==> config.mk <==
export PLATFORM = sky130hd
export DESIGN_NAME = gcsm_top
export DESIGN_NICKNAME = d
export VERILOG_FILES = /design/src/rtl/gcsm_pkg.sv /design/src/rtl/gcsm_clk_switch.sv /design/src/rtl/gcsm_top.sv
export VERILOG_INCLUDE_DIRS = /design/src /design/src/rtl
export SDC_FILE = /design/constraint.sdc
export NUM_CORES = 1
export LEC_CHECK = 0
export BUFFER_PORTS_ARGS = -buffer_cell sky130_fd_sc_hd__buf_2
export CORE_MARGIN = 5
export CORE_UTILIZATION = 30
export DETAILED_ROUTE_END_ITERATION = 12
export HOLD_SLACK_MARGIN = 0.03
export PLACE_DENSITY = 0.59
export SLEW_MARGIN = 20
export SYNTH_ARGS = -nofsm -noshare
export SYNTH_HDL_FRONTEND = slang
export SYNTH_HIERARCHICAL = 1
export SYNTH_SLANG_ARGS = --single-unit
==> constraint.sdc <==
create_clock -name CLK -period 1.9 [get_ports CLK]
set_input_delay 0.095 -clock CLK [delete_from_list [all_inputs] [get_ports CLK]]
set_output_delay 0.095 -clock CLK [all_outputs]
set_load 0.01 [all_outputs]
==> src/rtl/gcsm_defines.svh <==
`ifndef GCSM_DEFINES_SVH
`define GCSM_DEFINES_SVH

// Control register field positions
`define GCSM_BIT_IRQ_EN 7
`define GCSM_BIT_FLAG 6
`define GCSM_BIT_MON_ON 5
`define GCSM_BIT_SRC_SEL 4
`define GCSM_BIT_INT_ON 3
`define GCSM_BIT_INT_STABLE 2
`define GCSM_BIT_EXT_ON 1
`define GCSM_BIT_EXT_STABLE 0

// Reset value of the writable control bits: internal generator on, internal selected
`define GCSM_CTRL_RESET 8'h08

// Oscillator control limits and reset values
`define GCSM_DIV_MAX 4'h9
`define GCSM_DIV_RESET 4'h0
`define GCSM_STAGE_RESET 8'h80
`define GCSM_STAGE_MAX 8'hFF

`endif

==> src/rtl/gcsm_pkg.sv <==
package gcsm_pkg;

    // Control register image
    typedef logic [7:0] gcsm_ctrl_t;

    // Oscillator divider and stage control words
    typedef logic [3:0] gcsm_div_t;
    typedef logic [7:0] gcsm_stage_t;

    // Step request from the loop filter
    typedef enum logic [1:0] {
        GCSM_STEP_NONE,
        GCSM_STEP_UP,
        GCSM_STEP_DOWN
    } gcsm_step_t;

endpackage : gcsm_pkg

==> src/rtl/gcsm_clk_switch.sv <==
`timescale 1ns/10ps

// Glitch-free two-way clock switch working on sampled clock levels.
// Each side has a two-stage select chain advanced only on that side's falling
// edge, so its gate only opens or closes while that clock is low.
module gcsm_clk_switch (
    input wire logic clk,
    input wire logic srst,
    input wire logic int_lvl,
    input wire logic ext_lvl,
    input wire logic sel_ext,
    input wire logic force_int_off,
    input wire logic force_ext_off,
    output logic clk_out,
    output logic int_active,
    output logic ext_active
);
    import gcsm_pkg::*;

    logic int_prev_q;
    logic ext_prev_q;
    logic int_s1_q;
    logic int_s2_q;
    logic ext_s1_q;
    logic ext_s2_q;
    logic clk_out_q;
    logic int_fall;
    logic ext_fall;

    // **********************************************************
    // Edge detection
    // **********************************************************

    // Remember the last sampled level of each source
    always_ff @(posedge clk) begin
        if (srst) begin
            int_prev_q <= 1'b0;
            ext_prev_q <= 1'b0;
        end else begin
            int_prev_q <= int_lvl;
            ext_prev_q <= ext_lvl;
        end
    end

    assign int_fall = int_prev_q & ~int_lvl;
    assign ext_fall = ext_prev_q & ~ext_lvl;

    // **********************************************************
    // Select chains
    // **********************************************************

    // Internal side: resets selected; old clock runs on through both stages
    always_ff @(posedge clk) begin
        if (srst) begin
            int_s1_q <= 1'b1;
            int_s2_q <= 1'b1;
        end else if (force_int_off) begin
            // A dead source gives no edges, so its chain cannot step itself
            int_s1_q <= 1'b0;
            int_s2_q <= 1'b0;
        end else if (int_fall) begin
            int_s1_q <= ~sel_ext & ~ext_s2_q;
            int_s2_q <= int_s1_q;
        end
    end

    // External side: opens only after the internal gate has closed
    always_ff @(posedge clk) begin
        if (srst) begin
            ext_s1_q <= 1'b0;
            ext_s2_q <= 1'b0;
        end else if (force_ext_off) begin
            ext_s1_q <= 1'b0;
            ext_s2_q <= 1'b0;
        end else if (ext_fall) begin
            ext_s1_q <= sel_ext & ~int_s2_q;
            ext_s2_q <= ext_s1_q;
        end
    end

    // **********************************************************
    // Output gating
    // **********************************************************

    // Gates only change while their clock is low, so no runt pulse appears
    always_ff @(posedge clk) begin
        if (srst) begin
            clk_out_q <= 1'b0;
        end else begin
            clk_out_q <= (int_s2_q & int_lvl) | (ext_s2_q & ext_lvl);
        end
    end

    assign clk_out = clk_out_q;
    assign int_active = int_s2_q;
    assign ext_active = ext_s2_q;

endmodule : gcsm_clk_switch

==> src/rtl/gcsm_top.sv <==
`timescale 1ns/10ps
`include "gcsm_defines.svh"

// Summary of operation
// - Old clock keeps driving the output one to two of its cycles after select change.
// - Output then held low one to two cycles of the new clock.
// - Afterwards output follows the new clock with no glitch or runt.
// - Reset selects the internal oscillator clock.
// - Monitor on plus dead source forces the live clock, dead side deselected.
// - Forced live clock becomes selected one to two of its cycles later.
// - Output switch follows source select; timebase switch follows external enable.
// - Source select write takes effect only if target generator is on and stable.
// - Internal enable clears only once the external source is selected.
// - Monitor enable sets only with both enables and both stable flags.
// - Monitor interrupt enable sets only while monitor enable is already set.
// - Monitor flag clears by read seeing it set then writing zero.
// - Monitor enable stays set when a stable flag later drops.
// - On inactivity both clocks move to live source; select bit follows.
// - Oscillator period changes only by single steps of divider and stage controls.
// - Source select set picks external clock, cleared picks internal.
// - Dead indicators come from detectors missing edges two reference low phases.
module gcsm_top (
    input wire logic CLK,
    input wire logic SRST,
    input wire logic INT_OSC_CLK,
    input wire logic EXT_OSC_CLK,
    input wire logic INT_CLK_DEAD,
    input wire logic EXT_CLK_DEAD,
    input wire logic INT_GEN_STABLE,
    input wire logic EXT_GEN_STABLE,
    input wire logic WR_EN,
    input wire gcsm_pkg::gcsm_ctrl_t WR_DATA,
    input wire logic RD_EN,
    output gcsm_pkg::gcsm_ctrl_t RD_DATA,
    input wire gcsm_pkg::gcsm_step_t LOOP_FILTER_STEP,
    output gcsm_pkg::gcsm_div_t OSC_DIV_CTRL,
    output gcsm_pkg::gcsm_stage_t OSC_STAGE_CTRL,
    output logic OSC_OUT_CLK,
    output logic TIMEBASE_CLK,
    output logic MONITOR_IRQ
);
    import gcsm_pkg::*;

    logic [2:0] int_sync_q;
    logic [2:0] ext_sync_q;
    logic int_lvl_q;
    logic ext_lvl_q;
    logic irq_en_q;
    logic flag_q;
    logic mon_on_q;
    logic src_sel_q;
    logic int_on_q;
    logic ext_on_q;
    logic flag_read_q;
    gcsm_ctrl_t rd_data_q;
    gcsm_ctrl_t ctrl_img;
    gcsm_div_t div_q;
    gcsm_stage_t stage_q;
    logic fail_int;
    logic fail_ext;
    logic osc_force_int_off;
    logic osc_force_ext_off;
    logic tb_sel_ext;

    // Reset image of the writable bits; single bits are picked from it below
    localparam gcsm_ctrl_t CTRL_RST = `GCSM_CTRL_RESET;

    // **********************************************************
    // Helper functions
    // **********************************************************

    // A generator is trusted only when switched on and reported stable
    function automatic logic gen_ready(input logic on, input logic stable);
        return on & stable;
    endfunction : gen_ready

    // Failover needs a dead source and a live one to move to
    function automatic logic only_dead(input logic mon, input logic dead, input logic other);
        return mon & dead & ~other;
    endfunction : only_dead

    // **********************************************************
    // Pin synchronisers
    // **********************************************************

    // Three flops per clock pin; the level moves only when stages two and three agree
    always_ff @(posedge CLK) begin
        if (SRST) begin
            int_sync_q <= 3'h0;
            ext_sync_q <= 3'h0;
            int_lvl_q <= 1'b0;
            ext_lvl_q <= 1'b0;
        end else begin
            int_sync_q <= {int_sync_q[1:0], INT_OSC_CLK};
            ext_sync_q <= {ext_sync_q[1:0], EXT_OSC_CLK};
            if (int_sync_q[1] == int_sync_q[2]) begin
                int_lvl_q <= int_sync_q[2];
            end
            if (ext_sync_q[1] == ext_sync_q[2]) begin
                ext_lvl_q <= ext_sync_q[2];
            end
        end
    end

    // **********************************************************
    // Failover decode
    // **********************************************************

    // With both dead there is nothing to fail over to, so neither is forced
    assign fail_int = only_dead(mon_on_q, INT_CLK_DEAD, EXT_CLK_DEAD);
    assign fail_ext = only_dead(mon_on_q, EXT_CLK_DEAD, INT_CLK_DEAD);
    assign osc_force_int_off = fail_int;
    assign osc_force_ext_off = fail_ext;
    // Timebase follows the external enable unless a failover overrides it
    assign tb_sel_ext = fail_int | (ext_on_q & ~fail_ext);

    // **********************************************************
    // Control register
    // **********************************************************

    // Register image as software reads it
    always_comb begin
        ctrl_img = 8'h00;
        ctrl_img[`GCSM_BIT_IRQ_EN] = irq_en_q;
        ctrl_img[`GCSM_BIT_FLAG] = flag_q;
        ctrl_img[`GCSM_BIT_MON_ON] = mon_on_q;
        ctrl_img[`GCSM_BIT_SRC_SEL] = src_sel_q;
        ctrl_img[`GCSM_BIT_INT_ON] = int_on_q;
        ctrl_img[`GCSM_BIT_INT_STABLE] = INT_GEN_STABLE;
        ctrl_img[`GCSM_BIT_EXT_ON] = ext_on_q;
        ctrl_img[`GCSM_BIT_EXT_STABLE] = EXT_GEN_STABLE;
    end

    // Source select: write needs a ready target, failover overrides writes
    always_ff @(posedge CLK) begin
        if (SRST) begin
            src_sel_q <= CTRL_RST[`GCSM_BIT_SRC_SEL];
        end else if (fail_int) begin
            src_sel_q <= 1'b1;
        end else if (fail_ext) begin
            src_sel_q <= 1'b0;
        end else if (WR_EN) begin
            if (WR_DATA[`GCSM_BIT_SRC_SEL] && gen_ready(ext_on_q, EXT_GEN_STABLE)) begin
                src_sel_q <= 1'b1;
            end else if (!WR_DATA[`GCSM_BIT_SRC_SEL] && gen_ready(int_on_q, INT_GEN_STABLE)) begin
                src_sel_q <= 1'b0;
            end
        end
    end

    // Generator enables: the selected source cannot be switched off under itself
    // Clearing the selected source would stop the output clock, so it is refused
    always_ff @(posedge CLK) begin
        if (SRST) begin
            int_on_q <= CTRL_RST[`GCSM_BIT_INT_ON];
            ext_on_q <= CTRL_RST[`GCSM_BIT_EXT_ON];
        end else if (WR_EN) begin
            if (WR_DATA[`GCSM_BIT_INT_ON] || src_sel_q) begin
                int_on_q <= WR_DATA[`GCSM_BIT_INT_ON];
            end
            if (WR_DATA[`GCSM_BIT_EXT_ON] || !src_sel_q) begin
                ext_on_q <= WR_DATA[`GCSM_BIT_EXT_ON];
            end
        end
    end

    // Monitor enable: gated on set, free to clear, holds through stable drops
    always_ff @(posedge CLK) begin
        if (SRST) begin
            mon_on_q <= 1'b0;
        end else if (WR_EN) begin
            if (!WR_DATA[`GCSM_BIT_MON_ON]) begin
                mon_on_q <= 1'b0;
            end else if (gen_ready(int_on_q, INT_GEN_STABLE)
                && gen_ready(ext_on_q, EXT_GEN_STABLE)) begin
                mon_on_q <= 1'b1;
            end
            // Otherwise the bit keeps its value, so a set bit survives
        end
    end

    // Monitor interrupt enable: only sets behind an already set monitor
    always_ff @(posedge CLK) begin
        if (SRST) begin
            irq_en_q <= 1'b0;
        end else if (WR_EN) begin
            if (!WR_DATA[`GCSM_BIT_IRQ_EN]) begin
                irq_en_q <= 1'b0;
            end else if (mon_on_q) begin
                irq_en_q <= 1'b1;
            end
        end
    end

    // Read of a set flag arms the clear; a write ends the sequence either way
    always_ff @(posedge CLK) begin
        if (SRST) begin
            flag_read_q <= 1'b0;
        end else if (WR_EN) begin
            flag_read_q <= 1'b0;
        end else if (RD_EN && flag_q) begin
            flag_read_q <= 1'b1;
        end
    end

    // Monitor flag: a new event beats a clear in the same cycle
    always_ff @(posedge CLK) begin
        if (SRST) begin
            flag_q <= 1'b0;
        end else if (mon_on_q && (INT_CLK_DEAD || EXT_CLK_DEAD)) begin
            flag_q <= 1'b1;
        end else if (WR_EN && flag_read_q && !WR_DATA[`GCSM_BIT_FLAG]) begin
            flag_q <= 1'b0;
        end
    end

    // Registered read data, one cycle after the read strobe
    always_ff @(posedge CLK) begin
        if (SRST) begin
            rd_data_q <= 8'h00;
        end else if (RD_EN) begin
            rd_data_q <= ctrl_img;
        end
    end

    // Interrupt is a level that drops as soon as flag or enable clears
    assign RD_DATA = rd_data_q;
    assign MONITOR_IRQ = flag_q & irq_en_q;

    // **********************************************************
    // Oscillator step control
    // **********************************************************

    // Stage steps by one; divider moves only on a stage carry or borrow
    always_ff @(posedge CLK) begin
        if (SRST) begin
            div_q <= `GCSM_DIV_RESET;
            stage_q <= `GCSM_STAGE_RESET;
        end else begin
            case (LOOP_FILTER_STEP)
                GCSM_STEP_UP: begin
                    if (stage_q != `GCSM_STAGE_MAX) begin
                        stage_q <= stage_q + 8'h01;
                    end else if (div_q < `GCSM_DIV_MAX) begin
                        stage_q <= 8'h00;
                        div_q <= div_q + 4'h1;
                    end
                end
                GCSM_STEP_DOWN: begin
                    if (stage_q != 8'h00) begin
                        stage_q <= stage_q - 8'h01;
                    end else if (div_q != 4'h0) begin
                        stage_q <= `GCSM_STAGE_MAX;
                        div_q <= div_q - 4'h1;
                    end
                end
                default: begin
                end
            endcase
        end
    end

    assign OSC_DIV_CTRL = div_q;
    assign OSC_STAGE_CTRL = stage_q;

    // **********************************************************
    // Clock switches
    // **********************************************************

    // Oscillator output switch steered by the source select bit
    gcsm_clk_switch u_osc_switch (
        .clk(CLK),
        .srst(SRST),
        .int_lvl(int_lvl_q),
        .ext_lvl(ext_lvl_q),
        .sel_ext(src_sel_q),
        .force_int_off(osc_force_int_off),
        .force_ext_off(osc_force_ext_off),
        .clk_out(OSC_OUT_CLK),
        .int_active(),
        .ext_active()
    );

    // Timebase switch steered by the external enable
    gcsm_clk_switch u_tb_switch (
        .clk(CLK),
        .srst(SRST),
        .int_lvl(int_lvl_q),
        .ext_lvl(ext_lvl_q),
        .sel_ext(tb_sel_ext),
        .force_int_off(fail_int),
        .force_ext_off(fail_ext),
        .clk_out(TIMEBASE_CLK),
        .int_active(),
        .ext_active()
    );

endmodule : gcsm_top

==> Word level (Yosys, flattened, before mapping) <==
Cells that the tools add are included.
{ "totals": {"ff_bits": 47, "latchBits": 0, "mem_bits_rw": 0, "rom_bits": 0, "inputBits": 20, "elab_cells": 134, "n_memories": 0} }
{ "op_classes": {"add_sub_neg": 4, "multipliers": 0, "div": 0, "magnitude_cmp": 1, "eq_ne": 13, "shift": 0, "mux": 29, "n_bitwise": 32, "reduce_logical": 29} }
{ "ops": {"columns": ["cell", "count"], "rows": [
  ["2-to-1 mux 8 bit", 4],
  ["2-to-1 mux 1 bit", 19],
  ["bitwise AND 1 bit", 18],
  ["2-to-1 mux 4 bit", 4],
  ["one-hot mux 8 bit (2 select lines)", 1],
  ["inverter 1 bit", 11],
  ["AND reduction 2 bit", 5],
  ["adder 8 x 1 -> 8 bit, second input constant", 1],
  ["!= test 2 bit, second input constant", 4],
  ["!= test 8 bit, second input constant", 1],
  ["one-hot mux 4 bit (2 select lines)", 1],
  ["nonzero test 4 bit", 2],
  ["nonzero test 8 bit", 1],
  ["subtractor 8 x 1 -> 8 bit, second input constant", 1],
  ["logical AND 1 bit", 7],
  ["!= test 3 bit, second input constant", 2],
  ["nonzero test 2 bit", 3],
  ["AND reduction 5 bit", 1],
  ["adder 4 x 1 -> 4 bit, second input constant", 1],
  ["less-than comparator 4 bit, second input constant", 1],
  ["!= test 2 x 1 -> 1 bit, second input constant", 2],
  ["OR reduction 2 bit", 2],
  ["subtractor 4 x 1 -> 4 bit, second input constant", 1],
  ["zero test 1 bit", 3],
  ["7 further kinds", 12]
]} }

==> Longest topological paths before layout <==
{ "logic_depth": {"ltp_word": 9, "mapped_depth": 8} }

==> By module <==
The synthesis kept the hierarchy.
{ "by_module_without_submodules": {"columns": ["module", "instances", "cells_per_inst", "area_each_um2", "seq_area_each_um2"], "rows": [
  ["gcsm_top", 1, 213, 1876.8, 700.7],
  ["gcsm_clk_switch", 2, 23, 259.0, 140.1]
]} }

==> Least setup slack after synthesis <==
No wires, ideal clock.
{ "synth_timing": {"kind": "reg2reg", "start": "register stage_q[0], in the netlist OSC_STAGE_CTRL[0]", "end": "register stage_q[4], in the netlist OSC_STAGE_CTRL[4]", "setup_time_ns": 0.119, "arrival_ns": 1.771, "path_slack_ns": 0.010, "stages_incl_launch_ff": 9, "path_buffers": 1, "synth_period_minus_slack_ns": 1.890, "cell_sequence": "dfxtp_1 -> clkbuf_1 -> inv_1 -> ha_1 -> nor3b_2 -> nand3_2 -> o21ai_4 -> a21oi_1 -> o221a_1"} }
{ "synth_via": {"elab_chain_len": 3, "elab_cells_between_ends": 10} }
{ "synth_rtl": {"columns": ["element", "line_no", "text"], "rows": [
  ["start, declared", "gcsm_top.sv:58", "gcsm_stage_t stage_q;"],
  ["start signal, assigned", "gcsm_top.sv:238", "stage_q <= `GCSM_STAGE_RESET;"],
  ["start signal, assigned", "gcsm_top.sv:243", "stage_q <= stage_q + 8'h01;"],
  ["start signal, assigned", "gcsm_top.sv:251", "stage_q <= stage_q - 8'h01;"],
  ["subtractor 8 x 1 -> 8 bit (tied with other cells)", "gcsm_top.sv:251", null],
  ["2-to-1 mux 8 bit (tied with other cells)", "gcsm_top.sv:250", "if (stage_q != 8'h00) begin"],
  ["one-hot mux 8 bit (2 select lines) / AND reduction 3 bit (equally long branches)", null, null]
]} }
Parallel ways exist; a longest one is shown, timed or not.
A chain may end at the register's enable or synchronous reset.

==> Worst setup path in the final report <==
{ "layout_timing": {"start": "register stage_q[0], in the netlist OSC_STAGE_CTRL[0]", "end": "register stage_q[2], in the netlist OSC_STAGE_CTRL[2]"} }
Same word-level chain as after synthesis.

==> reports/results.txt <==
Status: complete, no violations
IR drop worst, VDD: 0.255 mV
DRC: 0
Commonest non-fill, non-tap cell in the layout: dfxtp_1
Post-synth EDFFs: 0
Via count: 2133
Initial Util: 30.8%
CTS Buffer Depth: 2
Die width: 99.3 µm
Post-Syn Nets: 287
Total routed wirelength: 5630 µm
Worst-path maximum fanout: 4
Vias in the first global route: 1987
Post-Syn Area per Cell: 9.25 µm²
Critical path type: flop to flop
Most used flip-flop cell after synthesis: dfxtp_1
Full die area: 9870 µm²
Cts bufs inserted: 5
Register area share after synthesis: 41.0%
Die Span Y: 99.3 µm
Hold Path Class: input pin to flop
Synth Cell Area: 2390 µm²
Max capacitance violation total: 0
Pre-antenna DRT Iters: 4
Largest net degree at the start of global routing: 44
Clock skew: 0.00963 ns
Delay-heaviest family, CP: compound AO/OA/AOI/OAI gates
Required time worst endpoint: 2.15 ns
CTS tree: built
Latest clock arrival within the worst-skew pair: 0.31 ns
Yosys cell types: 61
Hold Path Stages: 3
Pwr Density: 713 nW/µm²
Worst slew margin: 71.8%
Nets: 348
Arr. time, crit path: 2.04 ns
Post-place instance area: 2840 µm²
Slowest Stage Delay on Critical Path: 0.35 ns
Top-Level Pins: 43
Post-synthesis register bit count: 49
Layout Cells excl Fill: 423
Final Setup Violations: 0
ANT nets after route: 0
Hold wc startpoint: EXT_GEN_STABLE
Hold EP: RD_DATA[0]
RSZ-0062 raised after global routing: false
Critical R2R Launch: OSC_STAGE_CTRL[0]
WP buf/inv: 1
Async set-or-reset flop fraction in the synthesized netlist: 0%
Worst R2R Setup Slack: 0.10 ns
FMAX: 0.557 GHz
Initial DRC Count: 79
Util after Layout: 38.3%
Layout cells sized above 1: 27.1%
Leak: 1.28 nW
H-Tree Depth: 2
Initial antenna violation count: 0
Clock sink total: 49
Setup TNS: 0 ns
Total Power: 2.12 mW
WL per Instance: 13.3 µm
Placer Congestion: 0.877
Clock root cell: clkbuf_8
Hold Slack: 0.0611 ns
Final Cell Area: 2980 µm²
Total track usage: 11.6%
Drt via density: 5.04
Setup Fix Bufs, Post-CTS: 0
Diodes inserted: 0
Worst Tran Pin Value: 0.422 ns
Final hold vios: 0
Post-place setup slack: 0.0680 ns
Row count: 32
Fin crit period: 1.80 ns
CP Capture Type: flop
Core Footprint: 7770 µm²
CP Cell Sequence: ha_1, and4_1, a31oi_4, o21ai_4, buf_4, a2111o_1, a21oi_2
Global-route wire length before repair: 9440 µm
Dpl hpwl: 4060 µm
Final Slew Violations: 0
Yosys warns: 6
Commonest cells after routing, fill and taps aside: 48 x dfxtp_1, 40 x buf_2, 21 x nor2_1
Synth Instances: 259
Port buffer count: 40
Layout area overhead: 24.3%
GR Overflow Total: 0
CP startpoint kind: flop
DP Cell Count: 410
Ratio of final minimum period to clock period: 94.5%
CTS clk-pin slew, worst paths: 0.09 ns
Final setup margin: 0.104 ns
FF-to-FF End: OSC_STAGE_CTRL[2]
Reg2reg path depth: 7
Slowest CP cell: a2111o_1
-- worst max path at each step --
stage / slack (ns) / from / cells after the start / end
CTS: 0.09 / OSC_STAGE_CTRL[0] / 7 / OSC_STAGE_CTRL[2]
detailed placement: 0.07 / LOOP_FILTER_STEP[0] / 9 / OSC_DIV_CTRL[3]
floorplan: 0.01 / OSC_STAGE_CTRL[0] / 8 / OSC_STAGE_CTRL[4]
global placement: 0.14 / LOOP_FILTER_STEP[0] / 9 / OSC_DIV_CTRL[3]
finish: 0.10 / OSC_STAGE_CTRL[0] / 7 / OSC_STAGE_CTRL[2]
global route: 0.03 / OSC_STAGE_CTRL[0] / 7 / OSC_STAGE_CTRL[2]
-- cell type report --
type	instances	area, µm²
clock inverters	3	22.5
multi-input cells	183	1300
well taps	102	128
repair buffers	66	420
inverters	15	56.3
clock buffers	5	68.8
fillers	814	4790
flip-flops and latches	49	982
-- worst register-to-register path: stages (launching register included) --
cell and delay, ns:
dfxtp_1 0.33, ha_1 0.22, and4_1 0.25, a31oi_4 0.23, o21ai_4 0.10, buf_4 0.15, a2111o_1 0.35, a21oi_2 0.11
-- flip-flops by register name, indices dropped and copies added, names as in the netlist, 3 cells and up --
signal,flops
OSC_DIV_CTRL,4
ext_sync_q,3
int_sync_q,3
RD_DATA,8
OSC_STAGE_CTRL,8
-- synthesized netlist by cell type (all sizes together) (5+ instances only) --
cell type	count	share of area (%)
clkbuf	5	0.78
inv	15	2.4
nor2b	11	2.9
nor2	21	3.3
mux2i	11	4.6
o21ai	15	4.1
nand3	6	1.5
nand2	16	2.5
dfxtp	49	41
a21oi	21	4.5
buf	7	1.6
a31oi	5	1.9
nor3	6	1.3
ha	7	3.7
-- timing repair --
action / in CTS / in global routing
setup endpoints to repair: 0 / 3
hold buffers: 5 / 0
gates resized for setup: 0 / 1
endpoints found under the hold margin: 5 / 0
-- cell families after synthesis --
family                     after synthesis  share of synthesized area [%]
AOI/OAI and AO/OA                       70                           21.5
and+or+nand+nor                         90                           22.2
DFF                                     49                           41.0
buffers and inverters                   27                           4.75
adders and majority gates                8                           4.49
muxes                                   11                           4.60
xor gates and xnor gates                 4                           1.46
-- report_power, final --
part / total [mW] / switching, mW / internal (mW) / leakage [nW]
clock: 0.622 / 0.360 / 0.262 / 0.0481
combinational: 0.408 / 0.215 / 0.193 / 0.832
sequential: 1.10 / 0.0362 / 1.06 / 0.399
total: 2.12 / 0.611 / 1.51 / 1.28
-- per-layer routing --
metal | wire (µm) | part of all wire, % | track usage, %
met5 | 0 | 0 | 0
met4 | 84 | 1.5 | 3.78
met3 | 347 | 6.2 | 3.23
met2 | 2500 | 44 | 18.0
met1 | 2700 | 48 | 15.6
No activity file was read; power rests on OpenSTA's default activity.
